`src/adc_seq_defs.svh`:
```
// Offsets, reset values and timing figures of the converter sequence control.
// Assumes inclusion by bare name from the package and the design module.
`ifndef ADC_SEQ_DEFS_SVH
`define ADC_SEQ_DEFS_SVH

`define OFS_CONTROL_ZERO   8'h00
`define OFS_RESERVED_CTRL  8'h04
`define OFS_POWER_IRQ      8'h08
`define OFS_DEBUG_FREEZE   8'h0c
`define OFS_TIMING         8'h10
`define OFS_START          8'h14
`define OFS_STATUS         8'h18
`define OFS_RESULT_BASE    3'h1
`define RESULT_SEL_MSB     7
`define RESULT_SEL_LSB     5

`define TIMING_RESET       8'h01
`define ZERO_PRESCALE_SUB  5'h01
`define SAMPLE_BASE        6'h02
`define CONV_BASE_8BIT     6'h10
`define CONV_BASE_10BIT    6'h12
`define LAST_OF_FOUR       3'h3
`define LAST_OF_EIGHT      3'h7
`define FREEZE_FINISH      2'h2
`define FREEZE_NOW         2'h3
`define LOW_BITS_8BIT      2

`endif

```
`src/adc_seq_pkg.sv`:
```
// Types shared by the converter sequence control.
// Assumes the constants header sits on the include path.
`include "adc_seq_defs.svh"

package adc_seq_pkg;

    typedef struct packed {
        logic       converter_power_up;
        logic       fast_flag_clear;
        logic       wait_mode_stop;
        logic [2:0] unused;
        logic       sequence_irq_enable;
        logic       sequence_irq_flag;
    } power_irq_t;

    typedef struct packed {
        logic       ten_bit_select;
        logic [1:0] sample_time;
        logic [4:0] clock_prescale;
    } timing_t;

    typedef struct packed {
        logic       unused;
        logic       eight_conversion_select;
        logic       scan_select;
        logic       multichannel_select;
        logic [3:0] channel;
    } start_t;

    typedef enum logic [1:0] {
        ST_IDLE = 2'b01,
        ST_RUN  = 2'b10
    } seq_state_t;

endpackage

```
`src/adc_sequence_control.sv`:
```
// Sequencer, prescaler, flags and APB register file of a 16-channel converter.
// Assumes an APB master on MCLK and an analog core that holds its result on
// ADC_DATA when ADC_LOAD pulses; all inputs are synchronous to MCLK.
//
// Chosen here: register access over APB and the register addresses.
`include "adc_seq_defs.svh"

module adc_sequence_control
    import adc_seq_pkg::*;
#(
    parameter int RESULT_COUNT = 8,
    parameter int DATA_WIDTH   = 10
) (
    input  wire logic                  MCLK,         // Peripheral clock.
    input  wire logic                  RESET,        // Synchronous reset, active high.
    input  wire logic                  PSEL,         // APB select.
    input  wire logic                  PENABLE,      // APB access phase.
    input  wire logic                  PWRITE,       // APB direction.
    input  wire logic [7:0]            PADDR,        // APB byte address.
    input  wire logic [31:0]           PWDATA,       // APB write data.
    output logic      [31:0]           PRDATA,       // APB read data.
    output logic                       PREADY,       // APB ready.
    output logic                       PSLVERR,      // APB error on unmapped address.
    input  wire logic                  SPECIAL_MODE, // Chip runs in special mode.
    input  wire logic                  WAIT_MODE,    // Processor is in wait mode.
    input  wire logic                  DEBUG_ACTIVE, // Background debug is active.
    input  wire logic [DATA_WIDTH-1:0] ADC_DATA,     // Result from the analog core.
    output logic                       ADC_CLK,      // Symmetric converter clock.
    output logic                       ADC_POWER,    // Analog section powered.
    output logic                       ADC_SAMPLE,   // Sample phase in progress.
    output logic                       ADC_LOAD,     // Result taken this cycle.
    output logic                       ADC_TEN_BIT,  // 10-bit resolution selected.
    output logic      [3:0]            ADC_CHANNEL,  // Analog multiplexer select.
    output logic                       IRQ           // Sequence-complete interrupt.
);

    // The result map and the status layout hold exactly eight 10-bit results.
    if (RESULT_COUNT != 8 || DATA_WIDTH != 10) begin : g_bad_params
        $error("Sequencer serves exactly eight 10-bit results.");
    end

    ////////////////////////////////////////////////////////////////////////////////
    // State.

    logic [7:0]            control_zero_reg, control_zero_next;
    power_irq_t            power_reg,        power_next;
    logic [1:0]            freeze_reg,       freeze_next;
    timing_t               timing_reg,       timing_next;
    start_t                start_reg,        start_next;
    seq_state_t            state_reg,        state_next;
    logic                  seq_flag_reg,     seq_flag_next;
    logic [7:0]            ccf_reg,          ccf_next;
    logic                  stat_read_reg,    stat_read_next;
    logic [2:0]            conv_idx_reg,     conv_idx_next;
    logic [5:0]            period_reg,       period_next;
    logic [4:0]            pre_cnt_reg,      pre_cnt_next;
    logic                  half_reg,         half_next;
    logic [DATA_WIDTH-1:0] result_reg [8];
    logic [DATA_WIDTH-1:0] load_value;

    logic [31:0] prdata_reg, prdata_next;
    logic        pready_reg, pready_next;
    logic        pslverr_reg, pslverr_next;
    logic [3:0]  channel_reg, channel_next;
    logic        sample_reg, sample_next;
    logic        load_reg, load_next;
    logic        irq_reg, irq_next;

    ////////////////////////////////////////////////////////////////////////////////
    // Bus decode.

    // Read data is captured at setup; every side effect acts at the access edge.
    logic       setup_phase, access_done, wr, rd, mapped, is_result;
    logic [2:0] res_sel;
    logic [31:0] read_mux;

    always_comb begin
        setup_phase = PSEL && !PENABLE;
        access_done = PSEL && PENABLE && pready_reg;
        is_result   = PADDR[`RESULT_SEL_MSB:`RESULT_SEL_LSB] == `OFS_RESULT_BASE
                      && PADDR[1:0] == 2'h0;
        res_sel     = PADDR[4:2];
        mapped      = is_result
                      || PADDR == `OFS_CONTROL_ZERO || PADDR == `OFS_RESERVED_CTRL
                      || PADDR == `OFS_POWER_IRQ    || PADDR == `OFS_DEBUG_FREEZE
                      || PADDR == `OFS_TIMING       || PADDR == `OFS_START
                      || PADDR == `OFS_STATUS;
        wr          = access_done && PWRITE && mapped;
        rd          = access_done && !PWRITE && mapped;
        read_mux    = 32'h0;
        if (is_result) begin
            read_mux = {{(32 - DATA_WIDTH){1'b0}}, result_reg[res_sel]};
        end else begin
            unique case (PADDR)
                `OFS_CONTROL_ZERO:  read_mux = {24'h0, control_zero_reg};
                `OFS_RESERVED_CTRL: read_mux = 32'h0;
                `OFS_POWER_IRQ:     read_mux = {24'h0, power_reg};
                `OFS_DEBUG_FREEZE:  read_mux = {30'h0, freeze_reg};
                `OFS_TIMING:        read_mux = {24'h0, timing_reg};
                `OFS_START:         read_mux = {24'h0, start_reg};
                `OFS_STATUS:        read_mux = {16'h0, seq_flag_reg, 4'h0,
                                                conv_idx_reg, ccf_reg};
                default:            read_mux = 32'h0;
            endcase
        end
    end

    ////////////////////////////////////////////////////////////////////////////////
    // Prescaler and converter clock.

    logic [4:0] divide_by;
    logic       conv_tick;

    always_comb begin
        // Each half period lasts divide_by plus one cycles, keeping the clock symmetric.
        divide_by = (timing_reg.clock_prescale == 5'h0) ? `ZERO_PRESCALE_SUB
                                                         : timing_reg.clock_prescale;
        pre_cnt_next = pre_cnt_reg;
        half_next    = half_reg;
        conv_tick    = 1'b0;
        if (!power_reg.converter_power_up) begin
            pre_cnt_next = 5'h0;
            half_next    = 1'b0;
        end else if (pre_cnt_reg >= divide_by) begin
            pre_cnt_next = 5'h0;
            half_next    = !half_reg;
            conv_tick    = half_reg;
        end else begin
            pre_cnt_next = pre_cnt_reg + 5'h1;
        end
    end

    ////////////////////////////////////////////////////////////////////////////////
    // Sequencer, flags and registers.

    logic       abort, start, stall, conv_end, last_conv;
    logic [5:0] sample_len, conv_len;
    logic [2:0] last_idx;

    always_comb begin
        control_zero_next = control_zero_reg;
        power_next        = power_reg;
        freeze_next       = freeze_reg;
        timing_next       = timing_reg;
        start_next        = start_reg;
        state_next        = state_reg;
        seq_flag_next     = seq_flag_reg;
        ccf_next          = ccf_reg;
        stat_read_next    = stat_read_reg;
        conv_idx_next     = conv_idx_reg;
        period_next       = period_reg;
        load_next         = 1'b0;

        sample_len = `SAMPLE_BASE << timing_reg.sample_time;
        conv_len   = sample_len + (timing_reg.ten_bit_select ? `CONV_BASE_10BIT
                                                             : `CONV_BASE_8BIT);
        last_idx   = start_reg.eight_conversion_select ? `LAST_OF_EIGHT
                                                       : `LAST_OF_FOUR;
        // Freeze-on-finish stalls only on a conversion boundary, so a started one ends.
        stall      = (power_reg.wait_mode_stop && WAIT_MODE)
                     || (DEBUG_ACTIVE && freeze_reg == `FREEZE_NOW)
                     || (DEBUG_ACTIVE && freeze_reg == `FREEZE_FINISH
                         && period_reg == 6'h0);
        conv_end   = state_reg == ST_RUN && conv_tick && !stall
                     && period_reg == conv_len - 6'h1;
        last_conv  = conv_idx_reg == last_idx;

        // Software accesses to the flags; hardware sets below override them.
        if (rd && PADDR == `OFS_STATUS) begin
            stat_read_next = 1'b1;
        end
        if (access_done && is_result) begin
            if (power_reg.fast_flag_clear) begin
                ccf_next[res_sel] = 1'b0;
                if (!PWRITE) begin
                    seq_flag_next = 1'b0;
                end
            end else if (!PWRITE && stat_read_reg) begin
                ccf_next[res_sel] = 1'b0;
                stat_read_next    = 1'b0;
            end
        end

        // Writes to control zero, power, freeze and timing abort; only a later start write brings the sequencer back.
        abort = wr && (PADDR == `OFS_CONTROL_ZERO || PADDR == `OFS_POWER_IRQ
                       || PADDR == `OFS_DEBUG_FREEZE || PADDR == `OFS_TIMING);
        start = wr && PADDR == `OFS_START;

        if (wr) begin
            unique case (PADDR)
                `OFS_CONTROL_ZERO: control_zero_next = PWDATA[7:0];
                `OFS_POWER_IRQ: begin
                    power_next                   = power_irq_t'(PWDATA[7:0]);
                    power_next.unused            = 3'h0;
                    power_next.sequence_irq_flag = power_reg.sequence_irq_flag;
                end
                `OFS_DEBUG_FREEZE: freeze_next = PWDATA[1:0];
                `OFS_TIMING:       timing_next = timing_t'(PWDATA[7:0]);
                `OFS_START: begin
                    start_next        = start_t'(PWDATA[7:0]);
                    start_next.unused = 1'b0;
                end
                default: ;
            endcase
        end

        // A start write wins over an abort and over a completion in the same cycle.
        if (start) begin
            seq_flag_next = 1'b0;
            ccf_next      = 8'h0;
            conv_idx_next = 3'h0;
            period_next   = 6'h0;
            state_next    = power_reg.converter_power_up ? ST_RUN : ST_IDLE;
        end else if (abort) begin
            conv_idx_next = 3'h0;
            period_next   = 6'h0;
            state_next    = ST_IDLE;
        end else if (state_reg == ST_RUN && conv_tick && !stall) begin
            if (conv_end) begin
                load_next         = 1'b1;
                ccf_next[conv_idx_reg] = 1'b1;
                period_next       = 6'h0;
                conv_idx_next     = conv_idx_reg + 3'h1;
                if (last_conv) begin
                    seq_flag_next = 1'b1;
                    conv_idx_next = 3'h0;
                    state_next    = start_reg.scan_select ? ST_RUN : ST_IDLE;
                end
            end else begin
                period_next = period_reg + 6'h1;
            end
        end

        // Power-down overrides every other transition so the core never runs unclocked.
        if (!power_next.converter_power_up) begin
            state_next = ST_IDLE;
            if (!start) begin
                conv_idx_next = 3'h0;
                period_next   = 6'h0;
            end
        end
        power_next.sequence_irq_flag = seq_flag_next;

        // The select follows the next index, so it matches the conversion in progress.
        channel_next = start_next.channel;
        if (start_next.multichannel_select) begin
            channel_next = start_next.eight_conversion_select
                           ? {start_next.channel[3], conv_idx_next}
                           : {start_next.channel[3:2], conv_idx_next[1:0]};
        end
        // Sampling covers the first sample_len converter periods of each conversion.
        sample_next = state_next == ST_RUN && period_next < sample_len;
        irq_next    = power_next.sequence_irq_enable && seq_flag_next;

        // Every transfer gets exactly one access cycle and never a wait state.
        pready_next  = setup_phase;
        pslverr_next = setup_phase && !mapped;
        prdata_next  = prdata_reg;
        if (setup_phase) begin
            prdata_next = PWRITE ? 32'h0 : read_mux;
            if (PADDR == `OFS_RESERVED_CTRL && SPECIAL_MODE) begin
                prdata_next = {24'h0, control_zero_reg};
            end
        end
    end

    // In 8-bit mode the two lowest result bits are stored as zero.
    always_comb begin
        load_value = ADC_DATA;
        if (!timing_reg.ten_bit_select) begin
            load_value[`LOW_BITS_8BIT-1:0] = '0;
        end
    end

    ////////////////////////////////////////////////////////////////////////////////
    // Registers.

    always_ff @(posedge MCLK) begin
        if (RESET) begin
            control_zero_reg <= 8'h0;
            power_reg        <= '0;
            freeze_reg       <= 2'h0;
            timing_reg       <= timing_t'(`TIMING_RESET);
            start_reg        <= '0;
            state_reg        <= ST_IDLE;
            seq_flag_reg     <= 1'b0;
            ccf_reg          <= 8'h0;
            stat_read_reg    <= 1'b0;
            conv_idx_reg     <= 3'h0;
            period_reg       <= 6'h0;
            pre_cnt_reg      <= 5'h0;
            half_reg         <= 1'b0;
            prdata_reg       <= 32'h0;
            pready_reg       <= 1'b0;
            pslverr_reg      <= 1'b0;
            channel_reg      <= 4'h0;
            sample_reg       <= 1'b0;
            load_reg         <= 1'b0;
            irq_reg          <= 1'b0;
        end else begin
            control_zero_reg <= control_zero_next;
            power_reg        <= power_next;
            freeze_reg       <= freeze_next;
            timing_reg       <= timing_next;
            start_reg        <= start_next;
            state_reg        <= state_next;
            seq_flag_reg     <= seq_flag_next;
            ccf_reg          <= ccf_next;
            stat_read_reg    <= stat_read_next;
            conv_idx_reg     <= conv_idx_next;
            period_reg       <= period_next;
            pre_cnt_reg      <= pre_cnt_next;
            half_reg         <= half_next;
            prdata_reg       <= prdata_next;
            pready_reg       <= pready_next;
            pslverr_reg      <= pslverr_next;
            channel_reg      <= channel_next;
            sample_reg       <= sample_next;
            load_reg         <= load_next;
            irq_reg          <= irq_next;
        end
    end

    // A result is stored at the edge that ends its conversion unless a write aborts it.
    for (genvar i = 0; i < 8; i++) begin : g_result
        always_ff @(posedge MCLK) begin
            if (RESET) begin
                result_reg[i] <= '0;
            end else if (conv_end && conv_idx_reg == 3'(i) && !start && !abort) begin
                result_reg[i] <= load_value;
            end
        end
    end

    ////////////////////////////////////////////////////////////////////////////////
    // Outputs.

    assign PRDATA      = prdata_reg;
    assign PREADY      = pready_reg;
    assign PSLVERR     = pslverr_reg;
    assign ADC_CLK     = half_reg;
    assign ADC_POWER   = power_reg.converter_power_up;
    assign ADC_SAMPLE  = sample_reg;
    assign ADC_LOAD    = load_reg;
    assign ADC_TEN_BIT = timing_reg.ten_bit_select;
    assign ADC_CHANNEL = channel_reg;
    assign IRQ         = irq_reg;

endmodule // adc_sequence_control

```
`config.mk`:
```
export PLATFORM = sky130hd
export DESIGN_NAME = adc_sequence_control
export DESIGN_NICKNAME = d
export VERILOG_FILES = /design/src/adc_seq_pkg.sv /design/src/adc_sequence_control.sv
export VERILOG_INCLUDE_DIRS = /design/src /design/src/src
export SDC_FILE = /design/constraint.sdc
export NUM_CORES = 1
export LEC_CHECK = 0
export BUFFER_PORTS_ARGS = -buffer_cell sky130_fd_sc_hd__buf_4
export CORE_MARGIN = 1
export CORE_UTILIZATION = 53
export DETAILED_ROUTE_END_ITERATION = 6
export GPL_ROUTABILITY_DRIVEN = 0
export HOLD_SLACK_MARGIN = 0.03
export PLACE_DENSITY = 0.77
export REMOVE_ABC_BUFFERS = 1
export SLEW_MARGIN = 10
export SYNTH_ARGS = -nofsm -noshare
export SYNTH_HDL_FRONTEND = slang
export SYNTH_SLANG_ARGS = --single-unit
```
`constraint.sdc`:
```
create_clock -name MCLK -period 3.5 [get_ports MCLK]
set_input_delay 1.05 -clock MCLK [delete_from_list [all_inputs] [get_ports MCLK]]
set_output_delay 1.05 -clock MCLK [all_outputs]
set_load 0.02 [all_outputs]
```
==> impl_results.md, run 1 <==
- Storage cell area: 0.00392 mm^2
- Register area share after synthesis: 49.8%
- Relative slew slack: 58.6%
- Area inside the core boundary: 0.0145 mm^2
- Final wirelength: 20400 um
- Async set-or-reset flop fraction in the synthesized netlist: 0%
- Sequential cell fraction of total power: 47.8%
- Die Ht: 124 um
- Clock slew at reported path FFs: 70 ps
- Maximum buffer depth of the clock tree: 2
- TritonCTS clock tree: built
- Final-report setup violation count: 0
- Post-synth EDFFs: 80
- Post-route core utilization: 64.4%
- #FFs+latches synth: 156
- Multi-input gate area: 0.00364 mm^2
- Combinational group share of total power: 6.5%
- Number of buffers inserted by hold repair at cts: 0
- Post-synthesis average cell area: 10.8 um^2
- Result of the run: finished with violations
- Number of levels the H-tree was split into: 4
- Placed Cells incl. Taps: 980
- Number of DRC violations after detailed-routing iteration 0: 594
- Start of the worst register-to-register path: timing_reg[5]
- Gate count of the mapped netlist: 728
- Effective utilization at floorplan: 54.2%
- Capturing element type of the critical path: flop
- Violations in the final reports: design-rule violations
- Switching power summed over all nets: 1.05 mW
- WP data required: 3840 ps
- Die ar.: 0.0154 mm^2
- Arrival time reported for the critical path endpoint: 3740 ps
- # diodes: 0
- Wire length per cell after detailed routing: 20.2 um
- Critical path launch point type: flop
- Number of flip-flops in the largest register: 80
- Hpwl dp: 14800 um
- Clock Skew: 16.1 ps
- Vias in the first global route: 5846
- Final instance count without filler cells: 1014
- Share of final-layout standard cells stronger than drive strength 1: 22.7%
- Yosys top cell area share: 30.5%
- FILL cells: 1066
- Largest net degree at the start of global routing: 56
- Number of vias per cell: 6.11
- Library cell with the highest instance count after synthesis: edfxtp_1
- Max-slew violation count: 0
- Number of buffers created by CTS: 17
- Most frequent cells after synthesis: 80 x edfxtp_1, 76 x dfxtp_1, 70 x nor2_1
- Number of nets in the finished design: 901
- Yosys synthesis warning count: 0
- Crit. Startpoint: timing_reg[5]
- Top-level port count: 102
- Unrepaired setup endpoints after global routing: true
- Standard-cell rows: 44
- Worst-skew pair later-pin latency: 440 ps
- Internal cell power: 3.11 mW
- Max-capacitance violation count: 0
- Synth-to-Final Area Change: 18.6%
- Number of unique standard cell types used by synthesis: 60
- Total power of the final layout: 4.15 mW
- Worst vdd ir: 0.407 mV
- CP max FO: 4
- Antenna violations before repair: 0
- Commonest register cell after synthesis: edfxtp_1
- Final hold vios: 0
- Clock Power Share: 45.7%
- Summed instance area of the synthesized netlist: 0.00788 mm^2
- Drt pass-1 iters: 7
- Vias after detailed routing: 6191
- Fraction of the cycle the final worst path needs: 97.1%
- Kind of path behind the tightest hold check: flop to flop
- Switching power share of the total: 25.2%
- Root buffer cell: clkbuf_16
- Critical path class: flop to flop
- Global-route wire length before repair: 31000 um
- Cell type with the largest total area after synthesis: edfxtp_1
- CTS Sinks: 156
- Pleak: 3.67 nW
- Remaining design rule violation count: 2
- Hold Crit Start: pre_cnt_reg[0]
- Power density over the cells: 444 mW/mm^2
- Post-route ant nets: 0
- Total routing resource utilization after global routing: 27.5%
- Die W: 124 um
- Slew at the pin with the worst max-slew slack: 619 ps
- Count of buffers inserted at the top-level ports: 57
- Area contributors post-synth: edfxtp_1 30%, dfxtp_1 19%, mux4_2 5.7%
- Highest clock rate: 294 MHz
- Total global routing overflow: 0
- Minimum clock period after layout: 3400 ps
per-layer routing:
layer / share of wire [%] / vias up / global-route usage [%]
li1: - / 2798 / -
met1: 40 / 3014 / 34.9
met2: 49 / 323 / 45.3
met3: 7.9 / 56 / 5.91
met4: 3.1 / 0 / 12.3
met5: 0 / - / 0
layout by cell type (no fill, tap or decap), types with 3 or more instances in the layout:
cell	synthesis	routed
o211ai_1	3	3
a211o_1	3	3
and3_1	34	34
a22oi_1	20	20
xnor2_1	10	10
and2_1	52	52
a21oi_1	22	22
or4_1	3	3
inv_6	0	4
edfxtp_1	80	80
nand2b_1	4	4
a31oi_1	8	8
mux4_2	20	20
nor2_1	70	70
a41o_1	7	7
buf_4	21	107
o21ai_1	3	3
xor2_1	6	5
mux2i_1	30	30
a221oi_1	3	3
mux2_2	5	5
a21o_1	5	3
nand2_1	45	44
nor2b_1	6	6
and3_2	7	7
inv_1	26	26
conb_1	1	20
nand3_1	15	14
o21ai_0	16	16
dfxtp_1	76	76
inv_8	0	4
a211oi_1	10	10
nor3_1	22	20
ha_1	25	25
clkinv_8	0	4
nand4_1	3	3
clkbuf_16	0	17
metrics by stage:
stage	area [um^2]	TNS, ps	setup slack (ps)	hold WS, ps
after floorplan	7630	-97.5	-97.5	430
final	9350	0	103	464
after detailed placement	8660	-35.5	-35.5	454
after global placement	8660	0	50.1	448
after global routing	9350	-308	-125	497
after CTS	9290	0	11.4	471
kinds of logic after synthesis:
| logic type | Yosys count | synth area share, % |
|---|---|---|
| XOR/XNOR | 16 | 1.78 |
| AND/OR/NAND/NOR | 276 | 18.7 |
| other | 1 | 0.0476 |
| AO/OA/AOI/OAI | 113 | 9.81 |
| flip-flops | 156 | 49.8 |
| adder cells (fa/ha/maj) | 26 | 4.22 |
| multiplexers | 55 | 10.2 |
| buffers and inverters | 85 | 5.43 |
worst max-delay path: stages (launching register included):
cell     delay (ps)
dfxtp_1         320
inv_1            70
ha_1            170
inv_1            50
ha_1            170
inv_1            50
ha_1            160
inv_1            60
fa_1            400
xor2_2          210
xnor2_1         160
nor3_2          240
nand3_2         110
nand2_2         110
nor2_1           60
ha_1            290
a21o_1          170
a211o_1         310
nor4b_2         210
area by class of cell:
type	count	share of cell area, %
clock inverters	15	2.06
inverters	27	1.08
repair buffers	109	9.02
well taps	184	2.46
multi-input cells	506	38.9
clock buffers	17	4.55
flip-flops and latches	156	41.9
path summary, 6_finish.rpt:
path,depth (start not counted),slack (ps),endpoint
max,18,100,ADC_SAMPLE
min,1,460,pre_cnt_reg[0]
max reg2reg,18,100,ADC_SAMPLE
min reg2reg,1,460,pre_cnt_reg[0]
power groups by stage:
stage          Combinational, mW  Sequential, mW  Clock, mW
2_1_floorplan              0.118            2.03          0
3_3_place_gp               0.260            2.02          0
3_5_place_dp               0.263            2.03          0
4_1_cts                    0.266            1.99       1.91
5_1_grt                    0.287            1.99       1.99
6_report                   0.269            1.99       1.90
timing repair:
item / CTS / global route
cloned: 0 / 0
endpoints found under the setup margin: 2 / 51
setup buffers: 0 / 2
pin swaps: 0 / 3
gates resized for setup: 1 / 7
(Power assumes the default switching activity.)
==> run 2, diff against run 1 <==
Settings changed: CORE_UTILIZATION 53 to 55, PLACE_DENSITY 0.77 to 0.75.
Clock period 3.5 ns to 3.15 ns, I/O delays scaled along.
==> run 2 against run 1 <==
Effect of this change: the run ends with negative setup slack left; cell area up 4.5%; maximum frequency up 0.75%; wire length up 3.0%; largest power group unchanged; highest routed layer unchanged.
==> impl_results.md, run 2 (synthesized netlist as in run 1, its figures left out) <==
- Kind of path behind the tightest hold check: flop to flop
- Clock Power Share: 44.4%
- Die ar.: 0.0148 mm^2
- Number of flip-flops in the largest register: 80
- Unrepaired setup endpoints after global routing: true
- Placed Cells incl. Taps: 1006
- Instance area after placement: 0.00899 mm^2
- Minimum clock period after layout: 3370 ps
- CP max FO: 3
- Violations in the final reports: negative setup slack
- Number of buffers created by CTS: 17
- Number of DRC violations after detailed-routing iteration 0: 643
- Final-report setup violation count: 3
- Sequential cell fraction of total power: 48.6%
- Capturing element type of the critical path: flop
- Global-route wire length before repair: 32400 um
- Hold slack final: 477 ps
- # diodes: 0
- Crit path max-delay cell type: fa_1
- Top-level port count: 102
- Die Ht: 122 um
- Worst-skew pair later-pin latency: 430 ps
- Relative slew slack: 55.1%
- Power density over the cells: 465 mW/mm^2
- Sum of negative setup slack: -237 ps
- Buf+Inv Stages, Crit Path: 4
- WP data required: 3490 ps
- Internal cell power: 3.49 mW
- Final instance count without filler cells: 1049
- Result of the run: finished with violations
- Switching power summed over all nets: 1.05 mW
- Remaining design rule violation count: 0
- TritonCTS clock tree: built
- Post-route ant nets: 0
- Vias after detailed routing: 6276
- Worst vdd ir: 0.488 mV
- Total power of the final layout: 4.54 mW
- Critical path launch point type: flop
- Share of final-layout standard cells stronger than drive strength 1: 27.2%
- Worst setup margin: -222 ps
- Arrival time reported for the critical path endpoint: 3710 ps
- Critical path class: flop to flop
- Switching power share of the total: 23.1%
- CTS Sinks: 156
- Max-slew violation count: 0
- Fraction of the cycle the final worst path needs: 107%
- Placement Setup Slack: -376 ps
- Number of vias per cell: 5.98
- Number of levels the H-tree was split into: 4
- Standard-cell rows: 43
- Maximum buffer depth of the clock tree: 2
- Cell area after layout: 0.00977 mm^2
- Clock Skew: 6.46 ps
- Number of nets in the finished design: 940
- Combinational group share of total power: 7.0%
- Largest net degree at the start of global routing: 43
- Hpwl dp: 15100 um
- Total routing resource utilization after global routing: 29.5%
- Area inside the core boundary: 0.0139 mm^2
- Worst path max stage delay: 500 ps
- Leading cell type in the layout, fill and taps excluded: buf_4
- Total global routing overflow: 0
- Slew at the pin with the worst max-slew slack: 673 ps
- Max-capacitance violation count: 0
- Synth-to-Final Area Change: 23.9%
- Post-route core utilization: 70.1%
- Antenna violations before repair: 0
- Most repeated library cell on the critical path: ha_4
- Pleak: 3.88 nW
- Wire length per cell after detailed routing: 20.1 um
- Count of buffers inserted at the top-level ports: 57
- Drt pass-1 iters: 5
- Top library cells by usage in the layout, fill and taps aside: 135 x buf_4, 80 x edfxtp_1, 74 x dfxtp_1, 67 x nor2_1, 51 x and2_1
- Root buffer cell: clkbuf_16
- Final wirelength: 21000 um
- Vias in the first global route: 6094
- Clock slew at reported path FFs: 60 ps
- Kind of cell adding the most delay to the critical path: adder cells
- Die W: 122 um
- Number of buffers inserted by hold repair at cts: 0
- Highest clock rate: 297 MHz
- Ordered list of cells on the worst path: inv_2, ha_4, inv_2, ha_4, inv_4, ha_4, inv_2, fa_1, xor2_1, nand4_1, nor3_2, nand3_1, nand2_2, nor2_2, ha_4, a21o_1, a211o_1, nor4b_2
- Final hold vios: 0
- Effective utilization at floorplan: 56.6%
## run 2: final timing paths
check / start / to / cells after the start / slack [ps]
setup / recovery: timing_reg[5] / ADC_SAMPLE / 18 / -220
hold / removal: ccf_reg[4] / ccf_reg[4] / 2 / 480
setup reg to reg: timing_reg[5] / ADC_SAMPLE / 18 / -220
hold reg to reg: ccf_reg[4] / ccf_reg[4] / 2 / 480
## run 2: cell type report
| cell class | instances | area, um^2 |
|---|---|---|
| clock buffer | 19 | 433 |
| inverter | 27 | 104 |
| timing repair buffer | 148 | 1250 |
| tap | 180 | 225 |
| sequential | 156 | 3930 |
| clock inverter | 13 | 141 |
| multi-input combinational | 506 | 3690 |
| fill | 987 | 4160 |
## run 2: worst register-to-register path, stage by stage (launching register included)
cell and delay (ps):
dfxtp_2 330, inv_2 80, ha_4 140, inv_2 40
ha_4 150, inv_4 50, ha_4 130, inv_2 30
fa_1 500, xor2_1 170, nand4_1 130, nor3_2 210
nand3_1 160, nand2_2 140, nor2_2 70, ha_4 220
a21o_1 180, a211o_1 310, nor4b_2 250
## run 2: repair_timing
action | in CTS | in global routing
cloned | 1 | 0
setup endpoints to repair | 101 | 168
buffers inserted | 8 | 3
pin swaps | 13 | 10
resized for setup | 20 | 11
## run 2: power by group through the flow
stage               logic [mW]  registers [mW]  clock network (mW)
global placement         0.305            2.25                   0
global route             0.336            2.21                2.11
floorplan                0.131            2.25                   0
CTS                      0.314            2.21                2.02
detailed placement       0.313            2.25                   0
finish                   0.317            2.21                2.02
## run 2: metal layers
layer | track usage (%) | vias to the layer above | wire [um] | share of wire, %
met1 | 37.9 | 3056 | 8760 | 42
met5 | 0 | - | 0 | 0
met2 | 49.1 | 292 | 10300 | 49
met4 | 13.7 | 0 | 676 | 3.2
met3 | 4.35 | 57 | 1300 | 6.2
li1 | - | 2871 | - | -
==> run 3, diff against run 2 <==
Settings changed: SKIP_CTS_REPAIR_TIMING set to 1.
==> run 3 against run 2 <==
Effect of this change: the flow still finishes with violations (negative setup slack); combinational power barely moved; sequential power about the same; first-iteration DRC count down 3.1%; cell area fell by 0.33%; die area unchanged; critical path type unchanged; critical endpoint unchanged; largest cell class unchanged; largest power group unchanged.
==> impl_results.md, run 3 (synthesized netlist as in run 1, its figures left out) <==
- Placed Cells incl. Taps: 1006
- Arrival time reported for the critical path endpoint: 3790 ps
- Wire length per cell after detailed routing: 20.2 um
- Number of flip-flops in the largest register: 80
- # diodes: 0
- Final-report setup violation count: 1
- Vias after detailed routing: 6258
- Cell area after layout: 0.00974 mm^2
- Final instance count without filler cells: 1044
- Final hold vios: 0
- Internal reg-to-reg setup slack: -310 ps
- Antenna violations before repair: 0
- Hold Crit Start: ccf_reg[4]
- Top-level port count: 102
- Fraction of the cycle the final worst path needs: 110%
- Number of buffers created by CTS: 17
- Area inside the core boundary: 0.0139 mm^2
- Final wirelength: 21000 um
- TritonCTS clock tree: built
- Worst hold path stage count: 2
- Slew at the pin with the worst max-slew slack: 686 ps
- CTS Sinks: 156
- Global-route wire length before repair: 31700 um
- Number of levels the H-tree was split into: 4
- Post-route ant nets: 0
- Multi-input gate area: 0.00372 mm^2
- Synth-to-Final Area Change: 23.5%
- Result of the run: finished with violations
- Worst-skew pair later-pin latency: 430 ps
- Leading cell type in the layout, fill and taps excluded: buf_4
- Critical path class: flop to flop
- Hpwl dp: 15100 um
- Unrepaired setup endpoints after global routing: true
- Remaining design rule violation count: 0
- Effective utilization at floorplan: 56.6%
- Die ar.: 0.0148 mm^2
- Count of buffers inserted at the top-level ports: 57
- Total global routing overflow: 0
- Pleak: 3.85 nW
- Clock slew at reported path FFs: 70 ps
- FILL cells: 997
- Placement Setup Slack: -376 ps
- Max-capacitance violation count: 0
- Instance area after placement: 0.00899 mm^2
- CP max FO: 3
- Number of vias per cell: 5.99
- Highest clock rate: 289 MHz
- Terminating pin of the worst hold path: ccf_reg[4]
- Worst vdd ir: 0.485 mV
- Capturing element type of the critical path: flop
- Violations in the final reports: negative setup slack
- WP data required: 3480 ps
- Start of the worst register-to-register path: timing_reg[6]
- Largest net degree at the start of global routing: 43
- Number of nets in the finished design: 935
- Power density over the cells: 466 mW/mm^2
- Cell depth of the worst flop-to-flop path: 19
- Minimum clock period after layout: 3460 ps
- Root buffer cell: clkbuf_16
- Post-route core utilization: 69.9%
- Standard-cell rows: 43
- Drt pass-1 iters: 5
- Total routing resource utilization after global routing: 28.8%
- Share of final-layout standard cells stronger than drive strength 1: 26.9%
- Maximum buffer depth of the clock tree: 2
- Vias in the first global route: 6057
- Storage cell area: 0.00393 mm^2
- Reg2reg end: ADC_SAMPLE
- Number of DRC violations after detailed-routing iteration 0: 623
- Die Ht: 122 um
- Kind of path behind the tightest hold check: flop to flop
- Critical path launch point type: flop
- Relative slew slack: 54.2%
- Worst setup margin: -308 ps
- Clock Skew: 8.34 ps
- Max-slew violation count: 0
- Die W: 122 um
- Top library cells by usage in the layout, fill and taps aside: 132 x buf_4, 80 x edfxtp_1, 75 x dfxtp_1, 67 x nor2_1, 51 x and2_1
==> run 3: critical path, cell delays in order (launching register included) <==
cell and delay (ps):
dfxtp_2 320, inv_2 70, ha_4 140, inv_2 40
ha_4 160, inv_4 50, ha_4 130, inv_2 40
fa_2 570, xor2_1 140, nand4_1 100, nor3_2 160
nand3_1 140, nand2_2 170, buf_6 120, nor2_1 40
ha_1 190, a21o_1 180, a211o_1 280, nor4b_2 290
==> run 3: final cells by class <==
type / instances / area share, %
Clock inverter: 13 / 1.45
Tap cell: 180 / 2.31
Timing Repair Buffer: 143 / 12.3
Multi-Input combinational cell: 506 / 38.2
Clock buffer: 19 / 4.45
Inverter: 27 / 1.07
Sequential cell: 156 / 40.3
==> run 3: routing by layer <==
| metal | track usage (%) | wire (um) | part of all wire (%) |
|---|---|---|---|
| met5 | 0 | 0 | 0 |
| met4 | 14.4 | 703 | 3.3 |
| met3 | 4.45 | 1550 | 7.4 |
| met2 | 47.8 | 10300 | 49 |
| met1 | 36.7 | 8490 | 40 |
==> run 3: how the worst max path moves through the flow <==
stage	start	end	slack (ps)	cells past startpoint
detailed placement	timing_reg[5]	ADC_SAMPLE	-380	18
global placement	timing_reg[5]	ADC_SAMPLE	-230	18
floorplan	ADC_TEN_BIT	ADC_SAMPLE	-450	16
CTS	timing_reg[6]	ADC_SAMPLE	-420	18
global route	timing_reg[6]	ADC_SAMPLE	-450	19
finish	timing_reg[6]	ADC_SAMPLE	-310	19
==> run 3: per-stage QoR <==
stage               power [mW]  hold WS, ps  TNS, ps
floorplan                 2.38          430    -9240
global placement          2.55          444    -1900
detailed placement        2.56          464    -6130
CTS                       4.54          474    -6530
global route              4.65          503    -6770
finish                    4.54          478     -308
==> run 3: report_power, final <==
group / internal [mW] / total (mW) / switching [mW] / leakage, nW
Clock: 1.17 / 2.01 / 0.839 / 0.273
Combinational: 0.132 / 0.317 / 0.185 / 2.20
Sequential: 2.19 / 2.21 / 0.0193 / 1.37
Total: 3.49 / 4.54 / 1.04 / 3.85
